**config.mk**
```make
export PLATFORM = sky130hd
export DESIGN_NAME = adc_conversion_sequencer
export DESIGN_NICKNAME = d
export VERILOG_FILES = /design/src/rtl/adc_seq_pkg.sv /design/src/rtl/adc_conversion_sequencer.sv /design/src/rtl/result_buffer.sv
export SDC_FILE = /design/constraint.sdc
export NUM_CORES = 1
export LEC_CHECK = 0
export BUFFER_PORTS_ARGS = -buffer_cell sky130_fd_sc_hd__clkbuf_2
export CAP_MARGIN = 20
export CORE_MARGIN = 3
export CORE_UTILIZATION = 54
export CTS_CLUSTER_SIZE = 25
export DETAILED_ROUTE_END_ITERATION = 6
export PLACE_DENSITY_LB_ADDON = 0.1
export RECOVER_POWER = 50
export SYNTH_ARGS = -nofsm -noshare
export SYNTH_HDL_FRONTEND = slang
export SYNTH_SLANG_ARGS = --single-unit
```
**constraint.sdc**
```tcl
create_clock -name clk -period 4.31 [get_ports clk]
set_input_delay 0.431 -clock clk [delete_from_list [all_inputs] [get_ports clk]]
set_output_delay 0.431 -clock clk [all_outputs]
set_load 0.02 [all_outputs]
```
**src/rtl/adc_seq_pkg.sv**
```systemverilog
// Constants shared by the conversion sequencer and its output buffer.
// Assumes a single 40 MHz system clock; all counts are in its cycles.
package adc_seq_pkg;

  // ----------------------------------------------------------------
  // Clock and internal oscillator timing
  // ----------------------------------------------------------------
  localparam int CLK_MHZ = 40;
  localparam int CLK_PERIOD_NS = 25;
  // Internal conversion period; plain default, trimmed per process
  localparam int OSC_PERIOD_NS = 200;
  // Least period rounds up, never below one cycle
  localparam int OSC_CYCLES_RAW = (OSC_PERIOD_NS + CLK_PERIOD_NS - 1) / CLK_PERIOD_NS;
  localparam int OSC_CYCLES = (OSC_CYCLES_RAW < 1) ? 1 : OSC_CYCLES_RAW;
  localparam logic [3:0] OSC_LAST = 4'(OSC_CYCLES - 1);

  // ----------------------------------------------------------------
  // Converter geometry
  // ----------------------------------------------------------------
  localparam int DATA_W = 10;
  localparam int NUM_IN = 4;
  localparam int CH_W = 2;
  localparam int ONE_BIT_STAGES = 4;
  localparam int TWO_BIT_STAGES = 4;
  localparam int STAGES = ONE_BIT_STAGES + TWO_BIT_STAGES;
  localparam int BUF_W = DATA_W + CH_W;
  localparam int BUF_DEPTH = 2;

  // Field positions inside a buffered word
  localparam int FLD_DATA_LSB = 0;
  localparam int FLD_CHAN_LSB = DATA_W;

  // Offset used to centre a differential result on mid-scale
  localparam logic [DATA_W:0] DIFF_OFFSET = 11'h400;

  // Control register 0 mode select position
  localparam int MODE_BIT = 1;

  // Reset values
  localparam logic [3:0] CNT_RST = 4'h0;
  localparam logic [CH_W-1:0] SLOT_RST = 2'h3;

  // ----------------------------------------------------------------
  // Single-shot sequence states
  // ----------------------------------------------------------------
  typedef enum logic [1:0] {
    SEQ_IDLE = 2'b00,
    SEQ_FEED = 2'b01,
    SEQ_FLUSH = 2'b10
  } seq_state_e;

endpackage

```
**src/rtl/adc_conversion_sequencer.sv**
```systemverilog
// Conversion sequencer: mode control, simultaneous hold, autoscan, eight-stage
// pipeline, internal oscillator, trigger counting and the samples-ready pin.
// Assumes digitised input words on the clk domain and a raw conversion pin.
`timescale 1ns/100ps
module adc_conversion_sequencer (
  input wire logic clk,
  input wire logic rst_n,
  input wire logic clk_en,
  input wire logic conv_pin,
  input wire logic [9:0] control_word0,
  input wire logic [3:0] chan_enable,
  input wire logic [1:0] diff_pair,
  input wire logic ref_external,
  input wire logic [3:0] trigger_level_count,
  input wire logic ready_active_high,
  input wire logic ready_pulse,
  input wire logic fifo_reset,
  input wire logic [9:0] sample_in0,
  input wire logic [9:0] sample_in1,
  input wire logic [9:0] sample_in2,
  input wire logic [9:0] sample_in3,
  input wire logic result_ready,
  output logic result_valid,
  output logic [9:0] result_data,
  output logic [1:0] result_chan,
  output logic samples_ready,
  output logic osc_running,
  output logic hold_active,
  output logic ref_external_sel,
  output logic seq_busy,
  output logic overrun
);

  localparam int DW = adc_seq_pkg::DATA_W;
  localparam int CW = adc_seq_pkg::CH_W;

  // ----------------------------------------------------------------
  // Pin synchroniser and edge detection
  // ----------------------------------------------------------------
  logic pin_s1_r;
  logic pin_s2_r;
  logic pin_s3_r;
  logic pin_level_r;
  logic pin_fall;
  logic pin_rise;

  // Three stages; a change is accepted only once stages two and three agree
  always_ff @(posedge clk)
  begin
    if (!rst_n)
    begin
      pin_s1_r <= 1'b1;
      pin_s2_r <= 1'b1;
      pin_s3_r <= 1'b1;
      pin_level_r <= 1'b1;
    end
    else if (clk_en)
    begin
      pin_s1_r <= conv_pin;
      pin_s2_r <= pin_s1_r;
      pin_s3_r <= pin_s2_r;
      if (pin_s2_r == pin_s3_r)
        pin_level_r <= pin_s3_r;
    end
  end

  assign pin_fall = pin_level_r && (pin_s2_r == pin_s3_r) && !pin_s3_r;
  assign pin_rise = !pin_level_r && (pin_s2_r == pin_s3_r) && pin_s3_r;

  // ----------------------------------------------------------------
  // Configuration capture
  // ----------------------------------------------------------------
  logic mode_single_r;
  logic [3:0] slot_en;
  logic [9:0] slot_val [adc_seq_pkg::NUM_IN];

  // Mode change takes effect one cycle after the register value settles
  always_ff @(posedge clk)
  begin
    if (!rst_n)
    begin
      mode_single_r <= 1'b0;
      ref_external_sel <= 1'b0;
    end
    else if (clk_en)
    begin
      mode_single_r <= control_word0[adc_seq_pkg::MODE_BIT];
      ref_external_sel <= ref_external;
    end
  end

  // A pair partner slot drops out so the pair scans as one channel
  assign slot_en[0] = chan_enable[0];
  assign slot_en[1] = chan_enable[1] && !diff_pair[0];
  assign slot_en[2] = chan_enable[2];
  assign slot_en[3] = chan_enable[3] && !diff_pair[1];

  // Differential value is centred on mid-scale
  function automatic logic [9:0] pair_code(input logic [9:0] p, input logic [9:0] m);
    logic [10:0] sum;
    sum = {1'b0, p} - {1'b0, m} + adc_seq_pkg::DIFF_OFFSET;
    return sum[10:1];
  endfunction

  assign slot_val[0] = diff_pair[0] ? pair_code(sample_in0, sample_in1) : sample_in0;
  assign slot_val[1] = sample_in1;
  assign slot_val[2] = diff_pair[1] ? pair_code(sample_in2, sample_in3) : sample_in2;
  assign slot_val[3] = sample_in3;

  // Next enabled slot after cur, wrapping; autoscan order is ascending
  function automatic logic [1:0] next_slot(input logic [1:0] cur, input logic [3:0] en);
    logic [1:0] pick;
    logic found;
    logic [1:0] cand;
    pick = cur;
    found = 1'b0;
    for (int i = 1; i <= adc_seq_pkg::NUM_IN; i++)
    begin
      cand = 2'(cur + 2'(i));
      if (!found && en[cand])
      begin
        pick = cand;
        found = 1'b1;
      end
    end
    return pick;
  endfunction

  function automatic logic [2:0] count_en(input logic [3:0] en);
    return 3'(en[0]) + 3'(en[1]) + 3'(en[2]) + 3'(en[3]);
  endfunction

  // ----------------------------------------------------------------
  // Single-shot sequencer and internal oscillator
  // ----------------------------------------------------------------
  adc_seq_pkg::seq_state_e state_r;
  logic [9:0] held_r [adc_seq_pkg::NUM_IN];
  logic [CW-1:0] slot_r;
  logic [2:0] left_r;
  logic [3:0] osc_cnt_r;
  logic osc_tick;
  logic pipe_empty;
  logic start_ok;
  logic feed_ok;

  assign osc_tick = osc_running && (osc_cnt_r == adc_seq_pkg::OSC_LAST);
  // A new start is taken only from idle with at least one channel
  assign start_ok = mode_single_r && pin_fall && (state_r == adc_seq_pkg::SEQ_IDLE)
                    && (slot_en != 4'h0);

  // Oscillator runs only while a single-shot sequence is active
  always_ff @(posedge clk)
  begin
    if (!rst_n || (clk_en && fifo_reset))
    begin
      osc_cnt_r <= adc_seq_pkg::CNT_RST;
      osc_running <= 1'b0;
    end
    else if (clk_en)
    begin
      osc_running <= mode_single_r && (start_ok || (state_r != adc_seq_pkg::SEQ_IDLE
                     && !(state_r == adc_seq_pkg::SEQ_FLUSH && pipe_empty)));
      if (!osc_running || osc_tick)
        osc_cnt_r <= adc_seq_pkg::CNT_RST;
      else
        osc_cnt_r <= osc_cnt_r + 4'h1;
    end
  end

  // Feed one held channel per oscillator period, then drain the pipeline
  always_ff @(posedge clk)
  begin
    if (!rst_n || (clk_en && fifo_reset))
    begin
      state_r <= adc_seq_pkg::SEQ_IDLE;
      slot_r <= adc_seq_pkg::SLOT_RST;
      left_r <= 3'h0;
      hold_active <= 1'b0;
      seq_busy <= 1'b0;
      for (int k = 0; k < adc_seq_pkg::NUM_IN; k++)
        held_r[k] <= '0;
    end
    else if (clk_en)
    begin
      unique case (state_r)
        adc_seq_pkg::SEQ_IDLE:
        begin
          if (start_ok)
          begin
            for (int k = 0; k < adc_seq_pkg::NUM_IN; k++)
              held_r[k] <= slot_val[k];
            slot_r <= next_slot(adc_seq_pkg::SLOT_RST, slot_en);
            left_r <= count_en(slot_en);
            hold_active <= 1'b1;
            seq_busy <= 1'b1;
            state_r <= adc_seq_pkg::SEQ_FEED;
          end
        end
        adc_seq_pkg::SEQ_FEED:
        begin
          if (osc_tick && feed_ok)
          begin
            slot_r <= next_slot(slot_r, slot_en);
            left_r <= left_r - 3'h1;
            if (left_r == 3'h1)
            begin
              hold_active <= 1'b0;
              state_r <= adc_seq_pkg::SEQ_FLUSH;
            end
          end
        end
        adc_seq_pkg::SEQ_FLUSH:
        begin
          if (pipe_empty)
          begin
            seq_busy <= 1'b0;
            state_r <= adc_seq_pkg::SEQ_IDLE;
          end
        end
        default:
          state_r <= adc_seq_pkg::SEQ_IDLE;
      endcase
    end
  end

  // ----------------------------------------------------------------
  // Eight-stage pipeline
  // ----------------------------------------------------------------
  logic [DW-1:0] res_r [adc_seq_pkg::STAGES];
  logic [DW-1:0] code_r [adc_seq_pkg::STAGES];
  logic [CW-1:0] ch_r [adc_seq_pkg::STAGES];
  logic vld_r [adc_seq_pkg::STAGES];
  logic [DW-1:0] stage_mask [adc_seq_pkg::STAGES];
  logic last_vld;
  logic buf_in_ready;
  logic advance;
  logic [CW-1:0] scan_slot_r;
  logic feed_vld;
  logic [DW-1:0] feed_val;
  logic [CW-1:0] feed_ch;
  logic wr_en;
  logic cont_fall;

  assign last_vld = vld_r[adc_seq_pkg::STAGES-1];
  // Stall the pipeline rather than overwrite an unwritten result
  assign feed_ok = !last_vld || buf_in_ready;
  assign cont_fall = !mode_single_r && pin_fall && (slot_en != 4'h0);
  assign advance = (cont_fall && !last_vld) || (osc_tick && feed_ok);
  assign feed_vld = mode_single_r ? (state_r == adc_seq_pkg::SEQ_FEED) : 1'b1;
  // Continuous mode samples the live input of the next slot in the autoscan order
  assign feed_val = mode_single_r ? held_r[slot_r] : slot_val[next_slot(scan_slot_r, slot_en)];
  assign feed_ch = mode_single_r ? slot_r : next_slot(scan_slot_r, slot_en);
  // Single-shot writes as the last stage shifts out; continuous on the rising edge
  assign wr_en = last_vld && buf_in_ready && (mode_single_r ? osc_tick : pin_rise);

  genvar g;
  generate
    for (g = 0; g < adc_seq_pkg::STAGES; g++)
    begin : g_stage
      // Index of the stage in front; stage zero points at itself to stay in range
      localparam int PREV = (g == 0) ? 0 : g - 1;

      // One-bit stages resolve bits 9..6, two-bit stages 4 to 6 pairs of 5..0; stage 7 resolves none
      if (g < adc_seq_pkg::ONE_BIT_STAGES)
      begin : g_one
        assign stage_mask[g] = DW'(10'h200 >> g);
      end
      else
      begin : g_two
        assign stage_mask[g] = DW'(10'h030 >> (2 * (g - adc_seq_pkg::ONE_BIT_STAGES)));
      end

      // Each stage keeps its own sample so all eight work at once
      always_ff @(posedge clk)
      begin
        if (!rst_n || (clk_en && fifo_reset))
        begin
          res_r[g] <= '0;
          code_r[g] <= '0;
          ch_r[g] <= '0;
          vld_r[g] <= 1'b0;
        end
        else if (clk_en)
        begin
          if (advance)
          begin
            if (g == 0)
            begin
              res_r[g] <= feed_val;
              code_r[g] <= feed_val & stage_mask[g];
              ch_r[g] <= feed_ch;
              vld_r[g] <= feed_vld;
            end
            else
            begin
              res_r[g] <= res_r[PREV];
              code_r[g] <= code_r[PREV] | (res_r[PREV] & stage_mask[g]);
              ch_r[g] <= ch_r[PREV];
              vld_r[g] <= vld_r[PREV];
            end
          end
          else if (g == adc_seq_pkg::STAGES - 1 && wr_en)
            vld_r[g] <= 1'b0;
        end
      end
    end
  endgenerate

  assign pipe_empty = !(vld_r[0] || vld_r[1] || vld_r[2] || vld_r[3]
                      || vld_r[4] || vld_r[5] || vld_r[6] || vld_r[7]);

  // Lost conversions are reported, sticky until FIFO reset
  always_ff @(posedge clk)
  begin
    if (!rst_n || (clk_en && fifo_reset))
      overrun <= 1'b0;
    else if (clk_en && cont_fall && last_vld)
      overrun <= 1'b1;
  end

  // ----------------------------------------------------------------
  // Result buffer
  // ----------------------------------------------------------------
  logic [adc_seq_pkg::BUF_W-1:0] buf_out;

  result_buffer #(
    .W(adc_seq_pkg::BUF_W)
  ) u_result_buffer (
    .clk(clk),
    .rst_n(rst_n),
    .clk_en(clk_en),
    .flush(fifo_reset),
    .in_valid(wr_en),
    .in_ready(buf_in_ready),
    .in_data({ch_r[adc_seq_pkg::STAGES-1], code_r[adc_seq_pkg::STAGES-1]}),
    .out_valid(result_valid),
    .out_ready(result_ready),
    .out_data(buf_out)
  );

  assign result_data = buf_out[adc_seq_pkg::FLD_DATA_LSB +: DW];
  assign result_chan = buf_out[adc_seq_pkg::FLD_CHAN_LSB +: CW];

  // ----------------------------------------------------------------
  // Trigger counting and samples-ready pin
  // ----------------------------------------------------------------
  logic [3:0] wr_cnt_r;
  logic [3:0] rd_cnt_r;
  logic trig_hit;
  logic ready_lvl_r;
  logic ready_pls_r;
  logic rd_take;

  // Pipeline latency alone gives the seven-cycle lag after a FIFO reset
  assign trig_hit = wr_en && (4'(wr_cnt_r + 4'h1) == trigger_level_count);
  assign rd_take = result_valid && result_ready;

  always_ff @(posedge clk)
  begin
    if (!rst_n || (clk_en && fifo_reset))
      wr_cnt_r <= adc_seq_pkg::CNT_RST;
    else if (clk_en && wr_en)
      wr_cnt_r <= trig_hit ? adc_seq_pkg::CNT_RST : 4'(wr_cnt_r + 4'h1);
  end

  // Level mode holds until one block of trigger size is read; set beats clear
  always_ff @(posedge clk)
  begin
    if (!rst_n || (clk_en && fifo_reset))
    begin
      rd_cnt_r <= adc_seq_pkg::CNT_RST;
      ready_lvl_r <= 1'b0;
      ready_pls_r <= 1'b0;
    end
    else if (clk_en)
    begin
      ready_pls_r <= trig_hit;
      if (rd_take)
        rd_cnt_r <= (4'(rd_cnt_r + 4'h1) == trigger_level_count) ? adc_seq_pkg::CNT_RST
                    : 4'(rd_cnt_r + 4'h1);
      if (trig_hit)
        ready_lvl_r <= 1'b1;
      else if (rd_take && 4'(rd_cnt_r + 4'h1) == trigger_level_count)
        ready_lvl_r <= 1'b0;
    end
  end

  // Output polarity applied in a final flop so the pin is glitch-free
  always_ff @(posedge clk)
  begin
    if (!rst_n)
      samples_ready <= 1'b0;
    else if (clk_en)
      samples_ready <= (ready_pulse ? ready_pls_r : ready_lvl_r) ~^ ready_active_high;
  end

  // Continuous scan pointer walks on each accepted falling edge; skipped edges leave it
  always_ff @(posedge clk)
  begin
    if (!rst_n || (clk_en && fifo_reset))
      scan_slot_r <= adc_seq_pkg::SLOT_RST;
    else if (clk_en && cont_fall && !last_vld)
      scan_slot_r <= next_slot(scan_slot_r, slot_en);
  end

endmodule // adc_conversion_sequencer

```
**src/rtl/result_buffer.sv**
```systemverilog
// Two-entry valid/ready buffer between the converter pipeline and the reader.
// Assumes the writer honours in_ready; flush drops both entries at once.
`timescale 1ns/100ps
module result_buffer #(
  parameter int W = 12
) (
  input wire logic clk,
  input wire logic rst_n,
  input wire logic clk_en,
  input wire logic flush,
  input wire logic in_valid,
  output logic in_ready,
  input wire logic [W-1:0] in_data,
  output logic out_valid,
  input wire logic out_ready,
  output logic [W-1:0] out_data
);

  logic [W-1:0] head_r;
  logic [W-1:0] tail_r;
  logic head_vld_r;
  logic tail_vld_r;
  logic push;
  logic pop;

  // Ready depends only on the tail flop, so no path from the reader
  assign in_ready = !tail_vld_r;
  assign push = in_valid && in_ready;
  assign pop = head_vld_r && out_ready;
  assign out_valid = head_vld_r;
  assign out_data = head_r;

  // Head is the word on show, tail catches the word that arrives during a stall
  always_ff @(posedge clk)
  begin
    if (!rst_n || (clk_en && flush))
    begin
      head_r <= '0;
      tail_r <= '0;
      head_vld_r <= 1'b0;
      tail_vld_r <= 1'b0;
    end
    else if (clk_en)
    begin
      if (pop)
      begin
        if (tail_vld_r)
        begin
          head_r <= tail_r;
          head_vld_r <= 1'b1;
          tail_vld_r <= 1'b0;
        end
        else
        begin
          head_r <= in_data;
          head_vld_r <= push;
        end
      end
      else if (push)
      begin
        if (!head_vld_r)
        begin
          head_r <= in_data;
          head_vld_r <= 1'b1;
        end
        else
        begin
          tail_r <= in_data;
          tail_vld_r <= 1'b1;
        end
      end
    end
  end

endmodule // result_buffer

```
==> run summary <==
Fin. max-slew vios = 0
ANT cells = 0
Reg clk slew, reported paths = 60 ps
Drt drc = 0
Arr. time, crit path = 3280 ps
Worst hold-check path type = in2reg
Cell Area, Synth = 0.01033 sq mm
Total CTS buffers = 22
Outcome = finished, final reports clean
Clock network power share = 40.3%
Row cnt = 49
Total wire length = 21.21 mm
CTS tree = yes
Initial DRT Pass Iterations = 5
DP Wirelength = 13.82 mm
Die Footprint = 0.02082 sq mm
Met2 wire length = 9.527 mm
Power Density = 379.0 mW/mm^2
Main synth FF type = edfxtp_1
Cells on worst reg2reg path = 7
Total Nets Final = 1089
RSZ-0062 raised after global routing = false
Post-synthesis area per instance = 11.02 sq um
H-tree level count = 1
Mapped Cells = 937
GPL Wtd Cong = 0.8889
CP max FO = 42
IO Pins = 88
Tcrit/Tclk final = 73.06%
Min Tclk post-route = 3149 ps
CP startpoint kind = primary input
Syn nets = 1034
Critical path class = in2reg
GRT Total Usage = 20.51%
Hold buffers post-CTS = 0
Post-CTS Setup Bufs = 0
Post-CTS Resized = 0
Commonest non-fill, non-tap cell in the layout = edfxtp_1
Share of layout cells above drive strength 1 = 12.91%
P_int = 3368 uW
Fraction of registers with async set or reset after synthesis = 0%
Flops & latches, synth = 206
Combinational Power Share = 9.1%
Met1 WL = 9.911 mm
MaxCap Viol Count = 0
Routed wl met3 = 1.176 mm
IO Port Bufs = 78
Worst hold margin = 155.6 ps
Deepest clock path buffer count = 3
Lkg Pwr = 0.004930 uW
Largest net degree at the start of global routing = 92
Synth warnings = 0
Finished Core Util = 62.43%
Part of the power in registers = 50.6%
Maximum vdd ir drop = 0.0002792 V
Syn-to-layout area delta = 11.20%
Commonest cells after routing, fill and taps aside = edfxtp_1, nor2_1, and3_1, dfxtp_1, clkbuf_2
Fin. Hold Viols = 0
First-pass GRT wire length = 34.60 mm
Vias = 7311
R2r endpoint = code_r[1][28]
Post-synthesis sequential area ratio = 53.90%
Sw Pwr = 983.8 uW
Vias per std cell = 5.915
Req. time, crit path = 4440 ps
Setup Skew = 4.624 ps
DR WL/cell = 17.16 um
Crit end category = flop
Clock Sinks = 206
Hold depth = 3
Post-synth cell types = 74
Initial core utilization = 56.14%
Top Layer Used = met4
Total grt overflow = 0
Setup-failing EPs final = 0
Post-synth EDFFs = 144
Die Wd = 144.3 um
Fillers = 1548
Clk_lat worst skew = 490 ps
Worst hold endpoint = pin_s1_r
CORE AREA = 0.01839 sq mm
Die Y-Extent = 144.3 um
Origin of the worst setup path = diff_pair[1]
Slew HR = 16.82%
Maximum clock frequency = 317.6 MHz
Hold_sp = conv_pin
ANT nets after route = 0
Reg2Reg Setup Slack = 1350 ps
Starting DRT DRC Count = 720
Vias in the first global route = 6684
Net switching fraction of the power = 22.61%
Reg-to-reg startpoint = osc_cnt_r[0]
TNS Setup = 0 ps
Antenna violations before repair = 0
Tightest Pin Transition = 1248 ps
CTS root buf = clkbuf_16
-- stage by stage --
stage               power [uW]  instance area (sq um)  setup WS [ps]  std cells
floorplan                 2523                  10330          168.6        937
global placement          2632                  10860           1180       1197
detailed placement        2638                  10860           1142       1197
CTS                       4398                  11530           1503       1236
global route              4522                  11480          810.6       1236
finish                    4352                  11480           1161       1236
-- registers in the layout, indices dropped and copies added, names as in the netlist, 2 cells and up, named ones only --
register	flops
ch_r	16
code_r	26
scan_slot_r	2
slot_r	2
wr_cnt_r	4
vld_r	8
rd_cnt_r	4
u_result_buffer.tail_r	12
u_result_buffer.out_data	12
osc_cnt_r	4
state_r	2
left_r	3
held_r	40
res_r	54
-- logic make-up after synthesis --
kind of cell / Yosys count / share of synthesized area (%)
XOR/XNOR: 31 / 2.629
adder cells (fa/ha/maj): 28 / 3.611
buffers and inverters: 94 / 3.768
multiplexers: 66 / 7.646
AO/OA/AOI/OAI: 172 / 11.34
flip-flops: 206 / 53.90
AND/OR/NAND/NOR: 340 / 17.11
-- cells in the mapped netlist, types with 7 or more instances --
cell,number,area [sq um]
edfxtp_1,144,4324
nand2b_1,9,56.30
o21ai_0,39,195.2
and3_1,93,581.8
buf_2,9,45.04
a21o_1,8,60.06
inv_1,32,120.1
nor2b_1,7,43.79
a21oi_1,36,180.2
a211oi_1,23,172.7
nor3_1,16,80.08
clkbuf_1,45,168.9
a31oi_1,8,50.05
nand2_1,41,153.9
xnor2_1,18,157.7
mux2i_1,53,530.5
dfxtp_1,62,1241
xor2_1,13,113.9
nand3_1,21,105.1
nor2_1,107,401.6
ha_1,25,312.8
or3_1,7,43.79
mux4_2,10,225.2
-- cell type report --
type                            instances  area [sq um]  share of cell area (%)
Clock buffer                           31         605.6                   5.274
Clock inverter                          8         63.81                  0.5557
Inverter                               34         130.1                   1.133
Multi-Input combinational cell        637          4380                   38.15
Sequential cell                       206          5565                   48.47
Tap cell                              229         286.5                   2.495
Timing Repair Buffer                   91         450.4                   3.923
-- critical path: stages --
cell and delay, ps:
clkbuf_1 420, nor2b_1 230, clkbuf_1 410, o41ai_4 180, o21bai_1 440, nand2_1 200, nand2_4 410, buf_4 520
-- how the worst max path moves through the flow --
| stage | depth (start not counted) | endpoint |
|---|---|---|
| CTS | 7 | ch_r[1][7] |
| global placement | 9 | res_r[0][1] |
| floorplan | 7 | ch_r[0][0] |
| global route | 8 | code_r[1][28] |
| finish | 8 | code_r[1][28] |
| detailed placement | 9 | res_r[0][1] |
-- per-layer routing --
metal | vias up | GRT usage, %
met5 | - | 0
met4 | 0 | 6.038
met3 | 41 | 2.976
met2 | 227 | 31.70
met1 | 3462 | 30.36
li1 | 3581 | -
-- power groups by stage --
stage               Combinational (uW)  Clock [uW]  Sequential [uW]
floorplan                          280           0             2240
global placement                   391           0             2240
detailed placement                 394           0             2240
CTS                                397        1800             2200
global route                       437        1880             2210
finish                             398        1750             2200
Note: power is estimated with default switching activity, not from simulation.
